$ cat src/hdl/spc_params.svh
`ifndef SPC_PARAMS_SVH
`define SPC_PARAMS_SVH
// ****************************************
// register byte addresses
// ****************************************
`define SPC_ADDR_STA     32'hffff0a00
`define SPC_ADDR_RX      32'hffff0a04
`define SPC_ADDR_TX      32'hffff0a08
`define SPC_ADDR_DIV     32'hffff0a0c
`define SPC_ADDR_CON     32'hffff0a10
// ****************************************
// port_control field positions
// ****************************************
`define SPC_CON_CONT     12
`define SPC_CON_LOOP     11
`define SPC_CON_OD       10
`define SPC_CON_CSDIS    9
`define SPC_CON_OVWR     8
`define SPC_CON_UNDZ     7
`define SPC_CON_TXMODE   6
`define SPC_CON_LSB      5
`define SPC_CON_CPOL     3
`define SPC_CON_CPHA     2
`define SPC_CON_MSTR     1
`define SPC_CON_EN       0
`define SPC_CON_MASK     16'h1fef
// ****************************************
// reset values
// ****************************************
`define SPC_DIV_RST      8'h1b
`define SPC_CON_RST      16'h0000
`define SPC_TX_RST       8'h00
// ****************************************
// timing counts
// ****************************************
`define SPC_LAST_HALF    5'h0f
`define SPC_LAST_BIT     5'h07
`define SPC_STALL_HALVES 2
`endif

$ cat src/hdl/spc_pkg.sv
package spc_pkg;
  // master sequencer states
  typedef enum logic [1:0] {
    st_idle,
    st_xfer,
    st_stall
  } spc_state_t;
endpackage

$ cat src/hdl/spc_rate_if.sv
`timescale 1ns/1ps
// divider setting, run request and half-period tick
interface spc_rate_if #(
  parameter int DIV_W = 8
);
  logic [DIV_W-1:0] div;  // divider value
  logic             run;  // count while high
  logic             tick; // one-cycle half-period pulse
  modport engine (output div, output run, input tick);
  modport gen    (input div, input run, output tick);
endinterface

$ cat src/hdl/spc_rate_gen.sv
`timescale 1ns/1ps
module spc_rate_gen #(
  parameter int DIV_W = 8
) (
  // clock and reset
  input wire logic  pclk,
  input wire logic  presetn,
  // rate carrier
  spc_rate_if.gen   rate
);
  // ****************************************
  // half-period counter
  // ****************************************
  logic [DIV_W-1:0] cnt_q; // cycles into the half period
  logic [DIV_W-1:0] cnt_d;

  if (DIV_W < 1 || DIV_W > 16) begin : g_chk
    $error("spc_rate_gen: DIV_W out of range");
  end

  // one tick every div+1 cycles, so a full period is 2*(div+1)
  always_comb begin
    cnt_d     = '0;
    rate.tick = 1'b0;
    if (rate.run) begin
      if (cnt_q == rate.div) begin
        rate.tick = 1'b1;
      end else begin
        cnt_d = cnt_q + 1'b1;
      end
    end
  end

  // restart from zero whenever idle so each frame starts aligned
  always_ff @(posedge pclk or negedge presetn) begin
    if (!presetn) begin
      cnt_q <= '0;
    end else begin
      cnt_q <= cnt_d;
    end
  end
endmodule

$ cat src/hdl/spc_port.sv
`timescale 1ns/1ps
`include "spc_params.svh"
// ****************************************
// serial port control and transmit side
// ****************************************
// Summary of operation
// - write-only byte transmit holding register
// - byte divider register, resets to 1b
// - 16-bit control, bits 15:13, 4 reserved
// - continuous mode streams bytes, select held low
// - single mode: one byte, stall before next
// - loopback feeds data out into data in
// - open-drain slave data out option
// - master chip-select output can be disabled
// - overflow: overwrite or discard new byte
// - underflow: send zero or previous byte
// - transmit mode: write starts, empty flags
// - receive mode: read starts, full flags
// - bit order selectable lsb or msb
// - clock idle level set by polarity
// - clock phase: pulse at start or end
// - master or slave role select
// - port enable; control resets to zero
// - rate is clock over 2*(1+divider)
// - overflow status on overwrite or discard
// - slave frames bounded by low select
// - eight clock periods, opposite edges
module spc_port #(
  parameter int STALL_HALVES = `SPC_STALL_HALVES
) (
  // clock and reset
  input  wire logic        pclk,
  input  wire logic        presetn,
  // apb slave
  input  wire logic        psel,
  input  wire logic        penable,
  input  wire logic        pwrite,
  input  wire logic [31:0] paddr,
  input  wire logic [31:0] pwdata,
  output logic      [31:0] prdata,
  output logic             pready,
  output logic             pslverr,
  // serial clock pin
  input  wire logic        sclk_i,
  output logic             sclk_o,
  output logic             sclk_oe,
  // master-out data pin
  input  wire logic        mosi_i,
  output logic             mosi_o,
  output logic             mosi_oe,
  // master-in data pin
  input  wire logic        miso_i,
  output logic             miso_o,
  output logic             miso_oe,
  // chip select pin, active low
  input  wire logic        cs_n_i,
  output logic             cs_n_o,
  output logic             cs_n_oe
);
  if (STALL_HALVES < 1 || STALL_HALVES > 16) begin : g_chk
    $error("spc_port: STALL_HALVES out of range");
  end

  // ****************************************
  // helpers
  // ****************************************
  // bit presented on the data line
  function automatic logic out_bit(input logic [7:0] sh, input logic lsb);
    out_bit = lsb ? sh[0] : sh[7];
  endfunction

  // move the transmit shifter on by one bit
  function automatic logic [7:0] shift_out(input logic [7:0] sh, input logic lsb);
    shift_out = lsb ? {1'b0, sh[7:1]} : {sh[6:0], 1'b0};
  endfunction

  // take one received bit into the receive shifter
  function automatic logic [7:0] shift_in(input logic [7:0] sh, input logic b,
                                          input logic lsb);
    shift_in = lsb ? {b, sh[7:1]} : {sh[6:0], b};
  endfunction

  // ****************************************
  // declarations
  // ****************************************
  spc_rate_if #(.DIV_W(8)) rate ();   // carrier to the divider

  logic [15:0]             con_q;     // port_control
  logic [15:0]             con_d;
  logic [7:0]              div_q;     // serial_clock_divider
  logic [7:0]              div_d;
  logic [7:0]              tx_hold_q; // transmit_holding
  logic [7:0]              tx_hold_d;
  logic                    txv_q;     // transmit data valid
  logic                    txv_d;
  logic                    und_q;     // transmit underflow
  logic                    und_d;
  logic [7:0]              rx_q;      // receive_holding
  logic [7:0]              rx_d;
  logic                    rxf_q;     // receive full
  logic                    rxf_d;
  logic                    ovf_q;     // receive overflow
  logic                    ovf_d;
  logic [7:0]              last_q;    // byte sent last, for underflow resend
  logic [7:0]              last_d;
  spc_pkg::spc_state_t     state_q;   // master sequencer
  spc_pkg::spc_state_t     state_d;
  logic [4:0]              cnt_q;     // master half periods or slave bits
  logic [4:0]              cnt_d;
  logic [7:0]              tx_sh_q;   // transmit shifter
  logic [7:0]              tx_sh_d;
  logic [7:0]              rx_sh_q;   // receive shifter
  logic [7:0]              rx_sh_d;
  logic                    skip_q;    // suppress next slave shift edge
  logic                    skip_d;
  logic                    sclk_p_q;  // previous slave clock sample
  logic                    cs_p_q;    // previous slave select sample
  logic                    rd_req_q;  // receive-read start request
  logic                    rd_req_d;
  logic [31:0]             prdata_d;
  logic                    pready_d;
  logic                    pslverr_d;
  logic                    sclk_d;
  logic                    mosi_d;
  logic                    miso_d;
  logic                    miso_oe_d;
  logic                    cs_n_d;
  logic                    moe_d;     // master drives clock and data out
  logic                    cs_oe_d;
  logic                    setup;     // apb setup phase
  logic                    acc;       // apb access completes this edge
  logic                    hit;       // address maps to a register
  logic                    rd_ev;     // receive register read completes
  logic                    load_ev;   // start of a byte, fill shifter
  logic                    done_ev;   // byte complete
  logic                    en;
  logic                    master;
  logic                    lsb;
  logic                    cpha;
  logic                    rx_bit;    // data bit to sample
  logic                    lead;      // slave clock leaves idle level
  logic                    trail;     // slave clock returns to idle level
  logic [5:0]              sta;       // port_status view

  // ****************************************
  // control decode
  // ****************************************
  assign en     = con_q[`SPC_CON_EN];
  assign master = con_q[`SPC_CON_MSTR];
  assign lsb    = con_q[`SPC_CON_LSB];
  assign cpha   = con_q[`SPC_CON_CPHA];
  // loopback samples our own data out instead of the pin
  assign rx_bit = con_q[`SPC_CON_LOOP] ? out_bit(tx_sh_q, lsb) :
                  (master ? miso_i : mosi_i);
  assign lead   = (sclk_i != sclk_p_q) && (sclk_p_q == con_q[`SPC_CON_CPOL]);
  assign trail  = (sclk_i != sclk_p_q) && (sclk_p_q != con_q[`SPC_CON_CPOL]);
  // irq-style bits are plain status; no interrupt line here
  assign sta    = {ovf_q, rxf_q | ovf_q, rxf_q, und_q, en & (~txv_q | und_q), txv_q};

  // divider runs only while the master is moving
  assign rate.div = div_q;
  assign rate.run = en && master && (state_q != spc_pkg::st_idle);

  spc_rate_gen #(.DIV_W(8)) u_rate (
    .pclk    (pclk),
    .presetn (presetn),
    .rate    (rate)
  );

  // ****************************************
  // apb slave
  // ****************************************
  assign setup = psel && !penable;
  assign acc   = psel && penable && pready;
  assign hit   = (paddr == `SPC_ADDR_STA) || (paddr == `SPC_ADDR_RX) ||
                 (paddr == `SPC_ADDR_TX) || (paddr == `SPC_ADDR_DIV) ||
                 (paddr == `SPC_ADDR_CON);
  assign rd_ev = acc && !pwrite && (paddr == `SPC_ADDR_RX);

  // no wait state: answer is prepared in setup, shown in access
  always_comb begin
    pready_d  = setup;
    pslverr_d = setup && !hit;
    prdata_d  = prdata;
    if (setup) begin
      prdata_d = 32'h0000_0000;
      if (!pwrite) begin
        case (paddr)
          `SPC_ADDR_STA: prdata_d = {26'h000_0000, sta};
          `SPC_ADDR_RX:  prdata_d = {24'h00_0000, rx_q};
          `SPC_ADDR_DIV: prdata_d = {24'h00_0000, div_q};
          `SPC_ADDR_CON: prdata_d = {16'h0000, con_q};
          // transmit holding is write-only and reads zero
          default:       prdata_d = 32'h0000_0000;
        endcase
      end
    end
  end

  always_ff @(posedge pclk or negedge presetn) begin
    if (!presetn) begin
      prdata  <= 32'h0000_0000;
      pready  <= 1'b0;
      pslverr <= 1'b0;
    end else begin
      prdata  <= prdata_d;
      pready  <= pready_d;
      pslverr <= pslverr_d;
    end
  end

  // ****************************************
  // registers and status flags
  // ****************************************
  // clears come first so a same-cycle hardware set wins
  always_comb begin
    con_d     = con_q;
    div_d     = div_q;
    tx_hold_d = tx_hold_q;
    txv_d     = txv_q;
    und_d     = und_q;
    rx_d      = rx_q;
    rxf_d     = rxf_q;
    ovf_d     = ovf_q;
    last_d    = last_q;
    if (rd_ev) begin
      rxf_d = 1'b0;
      ovf_d = 1'b0;
    end
    if (load_ev) begin
      if (txv_q) begin
        txv_d  = 1'b0;
        last_d = tx_hold_q;
      end else begin
        und_d = 1'b1;
      end
    end
    if (done_ev) begin
      if (rxf_q && !rd_ev) begin
        ovf_d = 1'b1;
        if (con_q[`SPC_CON_OVWR]) begin
          rx_d = rx_sh_d;
        end
      end else begin
        rx_d  = rx_sh_d;
        rxf_d = 1'b1;
      end
    end
    if (acc && pwrite) begin
      case (paddr)
        `SPC_ADDR_TX: begin
          tx_hold_d = pwdata[7:0];
          txv_d     = 1'b1;
          if (!(load_ev && !txv_q)) begin
            und_d = 1'b0;
          end
        end
        `SPC_ADDR_DIV: div_d = pwdata[7:0];
        `SPC_ADDR_CON: con_d = pwdata[15:0] & `SPC_CON_MASK;
        // status and receive are read-only
        default: ;
      endcase
    end
  end

  always_ff @(posedge pclk or negedge presetn) begin
    if (!presetn) begin
      con_q     <= `SPC_CON_RST;
      div_q     <= `SPC_DIV_RST;
      tx_hold_q <= `SPC_TX_RST;
      txv_q     <= 1'b0;
      und_q     <= 1'b0;
      rx_q      <= 8'h00;
      rxf_q     <= 1'b0;
      ovf_q     <= 1'b0;
      last_q    <= 8'h00;
    end else begin
      con_q     <= con_d;
      div_q     <= div_d;
      tx_hold_q <= tx_hold_d;
      txv_q     <= txv_d;
      und_q     <= und_d;
      rx_q      <= rx_d;
      rxf_q     <= rxf_d;
      ovf_q     <= ovf_d;
      last_q    <= last_d;
    end
  end

  // ****************************************
  // shift engine
  // ****************************************
  // even half periods end in a sample, odd ones in a shift
  always_comb begin
    state_d  = state_q;
    cnt_d    = cnt_q;
    tx_sh_d  = tx_sh_q;
    rx_sh_d  = rx_sh_q;
    skip_d   = skip_q;
    load_ev  = 1'b0;
    done_ev  = 1'b0;
    rd_req_d = rd_req_q;
    if (rd_ev && !con_q[`SPC_CON_TXMODE]) begin
      rd_req_d = 1'b1;
    end
    if (!en) begin
      // disabling aborts any byte in flight
      state_d  = spc_pkg::st_idle;
      cnt_d    = 5'h00;
      skip_d   = 1'b0;
      rd_req_d = 1'b0;
    end else if (master) begin
      case (state_q)
        spc_pkg::st_idle: begin
          if (con_q[`SPC_CON_TXMODE] ? txv_q : rd_req_q) begin
            load_ev  = 1'b1;
            state_d  = spc_pkg::st_xfer;
            cnt_d    = 5'h00;
            rd_req_d = 1'b0;
          end
        end
        spc_pkg::st_xfer: begin
          if (rate.tick) begin
            cnt_d = cnt_q + 5'h01;
            if (!cnt_q[0]) begin
              rx_sh_d = shift_in(rx_sh_q, rx_bit, lsb);
            end else if (cnt_q == `SPC_LAST_HALF) begin
              done_ev = 1'b1;
              cnt_d   = 5'h00;
              if (con_q[`SPC_CON_CONT] && txv_q) begin
                load_ev = 1'b1;
              end else begin
                state_d = spc_pkg::st_stall;
              end
            end else begin
              tx_sh_d = shift_out(tx_sh_q, lsb);
            end
          end
        end
        spc_pkg::st_stall: begin
          if (rate.tick) begin
            cnt_d = cnt_q + 5'h01;
            if (cnt_q == 5'(STALL_HALVES - 1)) begin
              state_d = spc_pkg::st_idle;
              cnt_d   = 5'h00;
            end
          end
        end
        default: state_d = spc_pkg::st_idle;
      endcase
    end else begin
      state_d = spc_pkg::st_idle;
      if (cs_n_i) begin
        cnt_d = 5'h00;
      end else if (cs_p_q) begin
        // select just fell: first byte is ready before any edge
        load_ev = 1'b1;
        cnt_d   = 5'h00;
        skip_d  = cpha;
      end else if (cpha ? trail : lead) begin
        rx_sh_d = shift_in(rx_sh_q, rx_bit, lsb);
        cnt_d   = cnt_q + 5'h01;
        if (cnt_q == `SPC_LAST_BIT) begin
          done_ev = 1'b1;
          load_ev = 1'b1;
          cnt_d   = 5'h00;
          skip_d  = 1'b1;
        end
      end else if (cpha ? lead : trail) begin
        if (skip_q) begin
          skip_d = 1'b0;
        end else begin
          tx_sh_d = shift_out(tx_sh_q, lsb);
        end
      end
    end
    if (load_ev) begin
      tx_sh_d = txv_q ? tx_hold_q :
                (con_q[`SPC_CON_UNDZ] ? 8'h00 : last_q);
    end
  end

  always_ff @(posedge pclk or negedge presetn) begin
    if (!presetn) begin
      state_q  <= spc_pkg::st_idle;
      cnt_q    <= 5'h00;
      tx_sh_q  <= 8'h00;
      rx_sh_q  <= 8'h00;
      skip_q   <= 1'b0;
      rd_req_q <= 1'b0;
      sclk_p_q <= 1'b0;
      cs_p_q   <= 1'b1;
    end else begin
      state_q  <= state_d;
      cnt_q    <= cnt_d;
      tx_sh_q  <= tx_sh_d;
      rx_sh_q  <= rx_sh_d;
      skip_q   <= skip_d;
      rd_req_q <= rd_req_d;
      sclk_p_q <= sclk_i;
      cs_p_q   <= cs_n_i;
    end
  end

  // ****************************************
  // pin drivers
  // ****************************************
  // all pins lag the engine by one cycle, uniformly
  always_comb begin
    moe_d   = en && master;
    sclk_d  = con_q[`SPC_CON_CPOL];
    if (moe_d && state_q == spc_pkg::st_xfer) begin
      sclk_d = con_q[`SPC_CON_CPOL] ^ (cpha ? ~cnt_q[0] : cnt_q[0]);
    end
    mosi_d    = out_bit(tx_sh_q, lsb);
    cs_n_d    = !(moe_d && state_q == spc_pkg::st_xfer);
    cs_oe_d   = moe_d && !con_q[`SPC_CON_CSDIS];
    // open drain only ever pulls low
    miso_d    = con_q[`SPC_CON_OD] ? 1'b0 : out_bit(tx_sh_q, lsb);
    miso_oe_d = en && !master && !cs_n_i &&
                (!con_q[`SPC_CON_OD] || !out_bit(tx_sh_q, lsb));
  end

  always_ff @(posedge pclk or negedge presetn) begin
    if (!presetn) begin
      sclk_o  <= 1'b0;
      sclk_oe <= 1'b0;
      mosi_o  <= 1'b0;
      mosi_oe <= 1'b0;
      miso_o  <= 1'b0;
      miso_oe <= 1'b0;
      cs_n_o  <= 1'b1;
      cs_n_oe <= 1'b0;
    end else begin
      sclk_o  <= sclk_d;
      sclk_oe <= moe_d;
      mosi_o  <= mosi_d;
      mosi_oe <= moe_d;
      miso_o  <= miso_d;
      miso_oe <= miso_oe_d;
      cs_n_o  <= cs_n_d;
      cs_n_oe <= cs_oe_d;
    end
  end
endmodule

$ cat config.mk
export PLATFORM = sky130hd
export DESIGN_NAME = spc_port
export DESIGN_NICKNAME = d
export VERILOG_FILES = /design/src/hdl/spc_pkg.sv /design/src/hdl/spc_rate_if.sv /design/src/hdl/spc_rate_gen.sv /design/src/hdl/spc_port.sv
export VERILOG_INCLUDE_DIRS = /design/src /design/src/hdl
export SDC_FILE = /design/constraint.sdc
export NUM_CORES = 1
export LEC_CHECK = 0
export BUFFER_PORTS_ARGS = -buffer_cell sky130_fd_sc_hd__buf_2
export CAP_MARGIN = 20
export CORE_MARGIN = 4
export CORE_UTILIZATION = 59
export CTS_CLUSTER_DIAMETER = 150
export DETAILED_ROUTE_END_ITERATION = 8
export PLACE_DENSITY = 0.81
export SLEW_MARGIN = 20
export SYNTH_ARGS = -nofsm -noshare
export SYNTH_HDL_FRONTEND = slang
export SYNTH_SLANG_ARGS = --single-unit
$ cat constraint.sdc
create_clock -name pclk -period 5.7 [get_ports pclk]
set_input_delay 1.14 -clock pclk [delete_from_list [all_inputs] [get_ports pclk]]
set_output_delay 1.14 -clock pclk [all_outputs]
set_load 0.02 [all_outputs]
==> results of run 1 <==
[cells in the mapped netlist, types with 2 or more instances]
master,n
nand3_1,7
and2_1,2
and3_1,3
inv_1,21
o21ai_0,17
nor4b_1,4
dfstp_2,6
mux2_2,61
nor3_1,4
nand4b_1,2
nor2_1,39
nor4_1,4
dfrtp_1,99
nand2b_1,6
nand2_1,33
xnor2_1,6
buf_6,2
a21oi_1,14
buf_4,20
a221o_1,8
nand4_1,9
or4_1,3
a21o_1,4
o211ai_1,2
o31ai_1,3
clkbuf_1,12
nor2b_1,4
mux2i_1,21
o221a_2,2
buf_1,2
o32ai_1,2
a22o_1,21
ha_1,9
xor2_1,10
[critical path, delay by kind of cell]
family | cells | cell delay, ns
simple gates | 5 | 1.78
mux | 1 | 0.43
buf+inv | 1 | 0.10
[routing by layer]
layer  part of all wire  up-vias
met1               0.41     2003
met5                  0        -
met3              0.048       20
li1                   -     1832
met2               0.52      128
met4              0.021        0
[layout make-up]
cell class,instances,area (um2)
inverter,21,78.83
fill,683,2858
tap,108,135.1
timing repair buffer,78,397.9
sequential,105,2635
multi-input combinational,337,2509
clock buffer,9,123.9
clock inverter,7,68.82
[cell usage in the layout (no fill, tap or decap), types with 3 or more instances in the layout]
cell type / n
nor4b_1: 4
mux2_2: 61
dfrtp_1: 99
a221o_1: 8
o31ai_1: 3
a21o_1: 4
nor3_1: 4
a21oi_1: 14
xnor2_1: 6
a22o_1: 21
ha_1: 9
mux2i_1: 21
dfstp_2: 6
buf_2: 75
nor2b_1: 4
nand4_1: 9
clkbuf_8: 9
nand3_1: 7
nor4_1: 4
buf_4: 3
inv_1: 21
nand2b_1: 6
o21ai_0: 17
or4_1: 3
and3_1: 3
conb_1: 19
xor2_1: 10
nor2_1: 39
nand2_1: 33
[through the flow]
step                instance area (um2)  worst slack [ns]
floorplan                          5445             2.669
global placement                   5748             2.228
detailed placement                 5748             2.131
CTS                                5941             2.518
global route                       5948             2.405
finish                             5948             2.506
[flip-flops by register name (all words and copies together) (netlist names), 2 cells and up]
register      cells
cnt_q             5
con_q            12
last_q            8
div_q             8
u_rate.cnt_q      8
state_q           2
prdata           13
tx_sh_q           8
tx_hold_q         8
rx_q              8
rx_sh_q           8
[cells by family (layout without fill, tap and decap cells)]
group	Yosys count	after routing
other	1	19
buffers and inverters	58	115
AND/OR/NAND/NOR	126	126
AO/OA/AOI/OAI	84	84
multiplexers	82	82
flip-flops	105	105
adder cells (fa/ha/maj)	9	9
XOR/XNOR	17	17
[power groups by stage]
stage                     Sequential, mW  Combinational (mW)  Clock, mW
after CTS                          0.750              0.0731      0.458
after detailed placement           0.764              0.0728          0
after global placement             0.764              0.0711          0
after floorplan                    0.764              0.0405          0
final                              0.750              0.0730      0.453
after global routing               0.750              0.0812      0.491
[final timing paths]
path                                     end  slack (ns)  startpoint
worst max-delay path               con_q[10]        2.51   paddr[13]
worst min-delay path                 cs_n_oe        0.47    con_q[9]
worst max register to register     last_q[5]        2.66    cnt_q[0]
worst min register to register       cs_n_oe        0.47    con_q[9]
max in group asynchronous       tx_hold_q[4]        3.80     presetn
min in group asynchronous           cnt_q[1]        0.67     presetn
==> results_dict.tcl, run 1 <==
set metrics [dict create \
    maxSlewViolCount 0 \
    min_path_type "reg2reg" \
    crit_path_end_kind "flop" \
    p_sw_mw 0.3358 \
    synth_cell_types 54 \
    p_int_mw 0.9399 \
    gp_congestion 0.9362 \
    pwr-share-comb 0.057 \
    fin_setup_tns_ns 0 \
    path_cells "buf_2 > or4_1 > nor4_1 > nand4_1 > nor2_1 > nand2_1 > mux2_2" \
    clkLatencyLatePin_ns 0.39 \
    reg2regPathDepth 10 \
    timing.hold.ws_ns 0.4729 \
    grt_pass1_vias 3936 \
    io_pins 115 \
    status "finished, final reports clean" \
    synth_warnings 0 \
    synth_xor_area_frac 0.02908 \
    vdd_drop_max_uv 151.0 \
    drtAntennaViolNets 0 \
    routedWlPerCell_um 18.52 \
    use_met3 0.04829 \
    clockBufferDepth 2 \
    rows 34 \
    core-area_mm2 0.008806 \
    syn-cell-area_mm2 0.005378 \
    synth_flop_cell "dfrtp_1" \
    numCtsBuffers 9 \
    start_util 0.6107 \
    clk_pin_slew_worst_paths_ns 0.10 \
    max-slew-margin-rel 0.3144 \
    area_delta_synth_final_pct 10.61 \
    leakagePower_nw 2.895 \
    power_mw 1.276 \
    drive_above_1_share 0.3034 \
    root_buffer "clkbuf_8" \
    max_freq_mhz 313.1 \
    synthSimpleGateAreaFrac 0.1182 \
    synth-edff-count 0 \
    clock_sink_count 105 \
    final_cells 665 \
    viasPerCell 5.989 \
    cts_resized 0 \
    antenna_cells 0 \
    met1_usage 0.3216 \
    drtPass1Iterations 5 \
    drv_cap 0 \
    yosysSeqAreaShare 0.4900 \
    path_max_fanout 12 \
    yosys.area.top_type "dfrtp_1" \
    synth_compound_gate_area_share 0.1168 \
    postCtsSetupRepairBufs 0 \
    cts_tree "yes" \
    p_clk_frac 0.355 \
    p_seq_frac 0.588 \
    rsz0062_at_grt "false" \
    postRouteWirelength_um 12310 \
    die_h_um 103.5 \
    gr-usage-met2 0.4113 \
    setup_violations 0 \
    busiest_layer "met2" \
    dp_cells 649 \
    dieArea_mm2 0.01071 \
    synth_top_family_by_area "multiplexers" \
    grt_pass1_wl_um 20010 \
    hold_viol_final 0 \
    ctsHoldBuffers 0 \
    fin_worst_skew_ns 0.02180 \
    power_density_mw_per_mm2 214.5 \
    dieWidth_um 103.5 \
    antenna_found_initial 0 \
    slowest_delay_ns 0.52 \
    period_share 0.5603 \
    synthTopCellsByArea "dfrtp_1, mux2_2, mux2i_1, a22o_1, dfstp_2" \
    synthMuxAreaShare 0.1668 \
    async_flop_share 1.000 \
    numPortBuffers 76 \
    fin_nets 634 \
    htreeDepth 3 \
    drc 0 \
    hold_depth 1 \
    ys_ff_latch 105 \
    overflow 0 \
    worst_pin_slew_ns 1.014 \
    cp_data_arrival_time_ns 3.45 \
    startpoint_type "input port" \
    p_sw_frac 0.2632 \
    yosysTopAreaCellShare 0.4607 \
    period_needed_ns 3.194 \
    crit_required_ns 5.96 \
    path_class "in2reg" \
    grt_usage 0.2441 \
    drt_iter0_drc 275 \
    cp_slowest_cell "or4_1" \
    dp_hpwl_um 9275 \
    avgSynthCellArea_um2 11.16 \
    synthCells 482 \
    synth_fa_ha_area_frac 0.02094 \
    post-route-util 0.6755 \
    grt_max_degree 78 \
    vias 3983 \
]
Note: power is estimated with default switching activity, not from simulation.
==> inputs of run 2 (changes only) <==
--- a/config.mk
+++ b/config.mk
@@ -9,10 +9,10 @@
 export BUFFER_PORTS_ARGS = -buffer_cell sky130_fd_sc_hd__buf_2
 export CAP_MARGIN = 20
 export CORE_MARGIN = 4
-export CORE_UTILIZATION = 59
+export CORE_UTILIZATION = 50
 export CTS_CLUSTER_DIAMETER = 150
 export DETAILED_ROUTE_END_ITERATION = 8
-export PLACE_DENSITY = 0.81
+export PLACE_DENSITY = 0.73
 export SLEW_MARGIN = 20
 export SYNTH_ARGS = -nofsm -noshare
 export SYNTH_HDL_FRONTEND = slang
==> constraint.sdc (replaced) <==
create_clock -name pclk -period 2.9 [get_ports pclk]
set_input_delay 0.58 -clock pclk [delete_from_list [all_inputs] [get_ports pclk]]
set_output_delay 0.58 -clock pclk [all_outputs]
set_load 0.02 [all_outputs]
==> results_dict.tcl, run 2 (synthesized netlist as in run 1, its figures left out) <==
set metrics [dict create \
    wl_met1_um 5583 \
    grt_pass1_wl_um 21080 \
    startpoint_type "flop" \
    dp_hpwl_um 9472 \
    status "finished, final reports clean" \
    crit_path_end_kind "flop" \
    path_max_fanout 8 \
    hold_viol_final 0 \
    cp_slowest_cell "dfstp_2" \
    viasPerCell 5.577 \
    drtPass1Iterations 5 \
    vias 3954 \
    drv_cap 0 \
    path_cells "xnor2_1 > nand4_1 > nand4b_1 > o32ai_1 > o21ai_2 > mux2_2" \
    dieWidth_um 111.7 \
    path_class "reg2reg" \
    min_path_type "in2async" \
    max-slew-margin-rel 0.4200 \
    dieArea_mm2 0.01248 \
    antenna_found_initial 0 \
    rows 37 \
    drive_above_1_share 0.3281 \
    crit_family "compound AO/OA/AOI/OAI gates" \
    worst_pin_slew_ns 0.8701 \
    die_h_um 111.7 \
    setup_violations 0 \
    layout_common_cells "dfrtp_1, buf_2, mux2_2, nor2_1, nand2_1" \
    clock_sink_count 105 \
    clkLatencyLatePin_ns 0.37 \
    cp_data_arrival_time_ns 2.92 \
    cts_tree "yes" \
    ctsHoldBuffers 0 \
    power_density_mw_per_mm2 402.1 \
    reg.largest.list "prdata (13), con_q (12)" \
    grt_usage 0.2114 \
    overflow 0 \
    reg2regPathDepth 6 \
    numCtsBuffers 9 \
    max_freq_mhz 376.1 \
    largest_reg_flops 13 \
    crit_required_ns 3.16 \
    antenna_cells 0 \
    slowest_delay_ns 0.59 \
    drtAntennaViolNets 0 \
    root_buffer "clkbuf_8" \
    crit_end "rx_q[5]" \
    routedWlPerCell_um 17.91 \
    cp-startpoint "div_q[4]" \
    critPathBufInv 0 \
    area_delta_synth_final_pct 14.12 \
    r2r_start "div_q[4]" \
    reg2reg_to "rx_q[5]" \
    largest-register "prdata" \
    core-area_mm2 0.01042 \
    start_util 0.5163 \
    postRouteWirelength_um 12700 \
    vdd_drop_max_uv 288.9 \
    rsz0062_at_grt "false" \
    period_needed_ns 2.659 \
    grt_pass1_vias 4119 \
    period_share 0.9168 \
    grt_max_degree 47 \
    gp_congestion 0.8996 \
    htreeDepth 3 \
    path_depth 6 \
    post-route-util 0.5892 \
    wl_met3_um 582 \
    leakagePower_nw 2.966 \
    fin_nets 650 \
    fin_setup_tns_ns 0 \
    r2r_slack_ns 0.24 \
    drt_iter0_drc 271 \
    maxSlewViolCount 0 \
    wl_met2_um 6325 \
    clk_pin_slew_worst_paths_ns 0.11 \
    routed.top_layer "met4" \
    final_common_cell "dfrtp_1" \
    clockBufferDepth 2 \
    drc 0 \
    io_pins 115 \
    fin_worst_skew_ns 0.01088 \
    numPortBuffers 76 \
]
-- run 2: cell types whose count changed in the layout (fill, tap and decap cells not counted), sizes merged --
cell,change
buf,+16
inv,-4
clkinvlp,+2
clkinv,+2
-- run 2: worst reg2reg max path, cell delays in order, from the launching register on --
cell and delay [ns]:
dfstp_2 0.59, xnor2_1 0.12, nand4_1 0.21, nand4b_1 0.41, o32ai_1 0.59, o21ai_2 0.28
mux2_2 0.35
-- run 2: what timing repair did --
item                                    in CTS  in global routing
buffers inserted                             0                  1
resized for setup                            0                  5
endpoints found under the setup margin       0                 23
-- run 2: how the worst min path moves through the flow --
stage | to | cells after the start
3_5_place_dp | cs_n_oe | 1
6_report | cnt_q[3] | 1
5_1_grt | prdata[9] | 1
4_1_cts | cnt_q[3] | 1
3_3_place_gp | cs_n_oe | 1
2_1_floorplan | cnt_q[0] | 0
-- run 2: area by class of cell --
type,count,area (um2)
Sequential cell,105,2635
Fill cell,879,4279
Clock inverter,7,57.56
Tap cell,136,170.2
Clock buffer,9,123.9
Timing Repair Buffer,94,530.5
Multi-Input combinational cell,337,2541
Inverter,21,78.83
-- run 2: per-stage QoR --
step	power, mW	hold WS [ns]	instances	cell area, um2	worst slack, ns
3_5_place_dp	1.651	0.4427	692	5908	0.08599
3_3_place_gp	1.647	0.4377	692	5908	0.1368
4_1_cts	2.487	0.2304	708	6090	0.06312
2_1_floorplan	1.580	0.2844	500	5445	0.4285
6_report	2.468	0.2152	709	6137	0.2412
5_1_grt	2.580	0.2403	709	6137	0.03109
-- run 2: per-layer routing --
layer / vias up / track usage
met2: 109 / 0.3521
li1: 1861 / -
met4: 0 / 0.06326
met1: 1968 / 0.2813
met5: - / 0
met3: 16 / 0.04076
-- run 2: report_power, final --
group	leakage (nW)	switching [mW]	internal, mW
clock network	0.0816	0.528	0.318
registers	1.41	0.00329	1.47
logic	1.47	0.104	0.0469
==> inputs of run 3 (changes only) <==
--- a/config.mk
+++ b/config.mk
@@ -12,7 +12,7 @@
 export CORE_UTILIZATION = 50
 export CTS_CLUSTER_DIAMETER = 150
 export DETAILED_ROUTE_END_ITERATION = 8
-export PLACE_DENSITY = 0.73
+export PLACE_DENSITY = 0.77
 export SLEW_MARGIN = 20
 export SYNTH_ARGS = -nofsm -noshare
 export SYNTH_HDL_FRONTEND = slang
==> results_dict.tcl, run 3 (synthesized netlist as in run 1, its figures left out) <==
set metrics [dict create \
    status "finished, final reports clean" \
    viasPerCell 5.621 \
    rsz0062_at_grt "false" \
    dieArea_mm2 0.01248 \
    hold_viol_final 0 \
    htreeDepth 3 \
    postRouteWirelength_um 12310 \
    numCtsBuffers 9 \
    drv_cap 0 \
    overflow 0 \
    path_max_fanout 8 \
    critPathBufInv 0 \
    start_util 0.5163 \
    routedWlPerCell_um 17.42 \
    path_class "reg2reg" \
    antenna_found_initial 0 \
    fin_nets 648 \
    antenna_cells 0 \
    grt_pass1_vias 4030 \
    reg2regPathDepth 6 \
    path_cells "xnor2_1 > nand4_1 > nand4b_1 > o31ai_2 > mux2_2 > mux2_2" \
    max_freq_mhz 358.9 \
    drive_above_1_share 0.3222 \
    cp_slowest_cell "o31ai_2" \
    grt_usage 0.2019 \
    worst_pin_slew_ns 0.8963 \
    drtAntennaViolNets 0 \
    clockBufferDepth 2 \
    period_needed_ns 2.786 \
    r2r_start "div_q[4]" \
    clkLatencyLatePin_ns 0.37 \
    final_common_cell "dfrtp_1" \
    drt_iter0_drc 304 \
    layout_common_cells "dfrtp_1, buf_2, mux2_2, nor2_1, nand2_1" \
    vias 3974 \
    dieWidth_um 111.7 \
    largest-register "prdata" \
    numPortBuffers 76 \
    clock_sink_count 105 \
    rows 37 \
    gp_congestion 0.9368 \
    fin_setup_tns_ns 0 \
    setup_violations 0 \
    fin_area_mm2 0.006108 \
    crit_required_ns 3.17 \
    largest_reg_flops 13 \
    io_pins 115 \
    ctsHoldBuffers 0 \
    crit_top_cell "mux2_2" \
    power_density_mw_per_mm2 408.0 \
    vdd_drop_max_uv 236.2 \
    grt_pass1_wl_um 20320 \
    crit_path_end_kind "flop" \
    grt_max_degree 45 \
    clk_pin_slew_worst_paths_ns 0.11 \
    startpoint_type "flop" \
    area_delta_synth_final_pct 13.59 \
    root_buffer "clkbuf_8" \
    cts_tree "yes" \
    dpl_cell_area_mm2 0.005893 \
    reg2reg_to "rx_q[0]" \
    r2r_slack_ns 0.11 \
    drc 0 \
    drtPass1Iterations 5 \
    reg.largest.list "prdata (13), con_q (12)" \
    crit_family "compound AO/OA/AOI/OAI gates" \
    fin_worst_skew_ns 0.01323 \
    dp_hpwl_um 9353 \
    core-area_mm2 0.01042 \
    maxSlewViolCount 0 \
    leakagePower_nw 2.972 \
    fillerInstances 883 \
    die_h_um 111.7 \
    min_path_type "in2async" \
    cp_data_arrival_time_ns 3.06 \
    period_share 0.9608 \
    slowest_delay_ns 0.77 \
    max-slew-margin-rel 0.4024 \
]
==> run 3: cell count changes in the layout (fill, tap and decap cells not counted), sizes merged <==
cell      previous run  this run
clkinvlp             3         0
inv                 21        24
buf                 94        92
==> run 3: layout make-up <==
cell class                 count  area, um2  area share
multi-input combinational    337       2522      0.4129
clock buffer                   9      123.9     0.02028
sequential                   105       2635      0.4314
clock inverter                 7      62.56     0.01024
timing repair buffer          92      515.5     0.08439
inverter                      21      78.83     0.01290
tap                          136      170.2     0.02786
==> run 3: power by group <==
group          switching [mW]  leakage [nW]  internal (mW)
logic                   0.104          1.46         0.0470
clock network           0.540        0.0976          0.331
registers             0.00311          1.41           1.47
==> run 3: repair_timing <==
action / in CTS / in global routing
resized for setup: 0 / 2
endpoints found under the setup margin: 0 / 16
buffers inserted: 0 / 1
==> run 3: how the worst max path moves through the flow <==
stage | depth (start not counted) | slack [ns] | start | to
6_report | 6 | 0.11 | div_q[4] | rx_q[0]
5_1_grt | 6 | 0.05 | div_q[4] | rx_q[3]
4_1_cts | 9 | 0.02 | cnt_q[1] | last_q[7]
3_5_place_dp | 9 | 0.06 | cnt_q[1] | last_q[7]
3_3_place_gp | 7 | 0.16 | paddr[13] | rx_q[4]
2_1_floorplan | 7 | 0.43 | paddr[13] | con_q[10]
==> run 3: routing by layer <==
metal	track usage	vias up	wire [um]
li1	-	1859	-
met1	0.2590	1988	5154
met2	0.3417	106	6371
met3	0.04022	21	516
met4	0.06975	0	271
met5	0	-	0
==> run 3: stage by stage <==
| stage | worst slack, ns | util | hold WS (ns) | instances | total power [mW] |
|---|---|---|---|---|---|
| detailed placement | 0.06272 | 0.5658 | 0.4456 | 690 | 1.649 |
| global placement | 0.1606 | 0.5658 | 0.4318 | 690 | 1.645 |
| CTS | 0.02324 | 0.5837 | 0.1992 | 706 | 2.508 |
| finish | 0.1138 | 0.5864 | 0.1883 | 707 | 2.492 |
| floorplan | 0.4285 | - | 0.2844 | 500 | 1.580 |
| global route | 0.04973 | 0.5864 | 0.2239 | 707 | 2.597 |
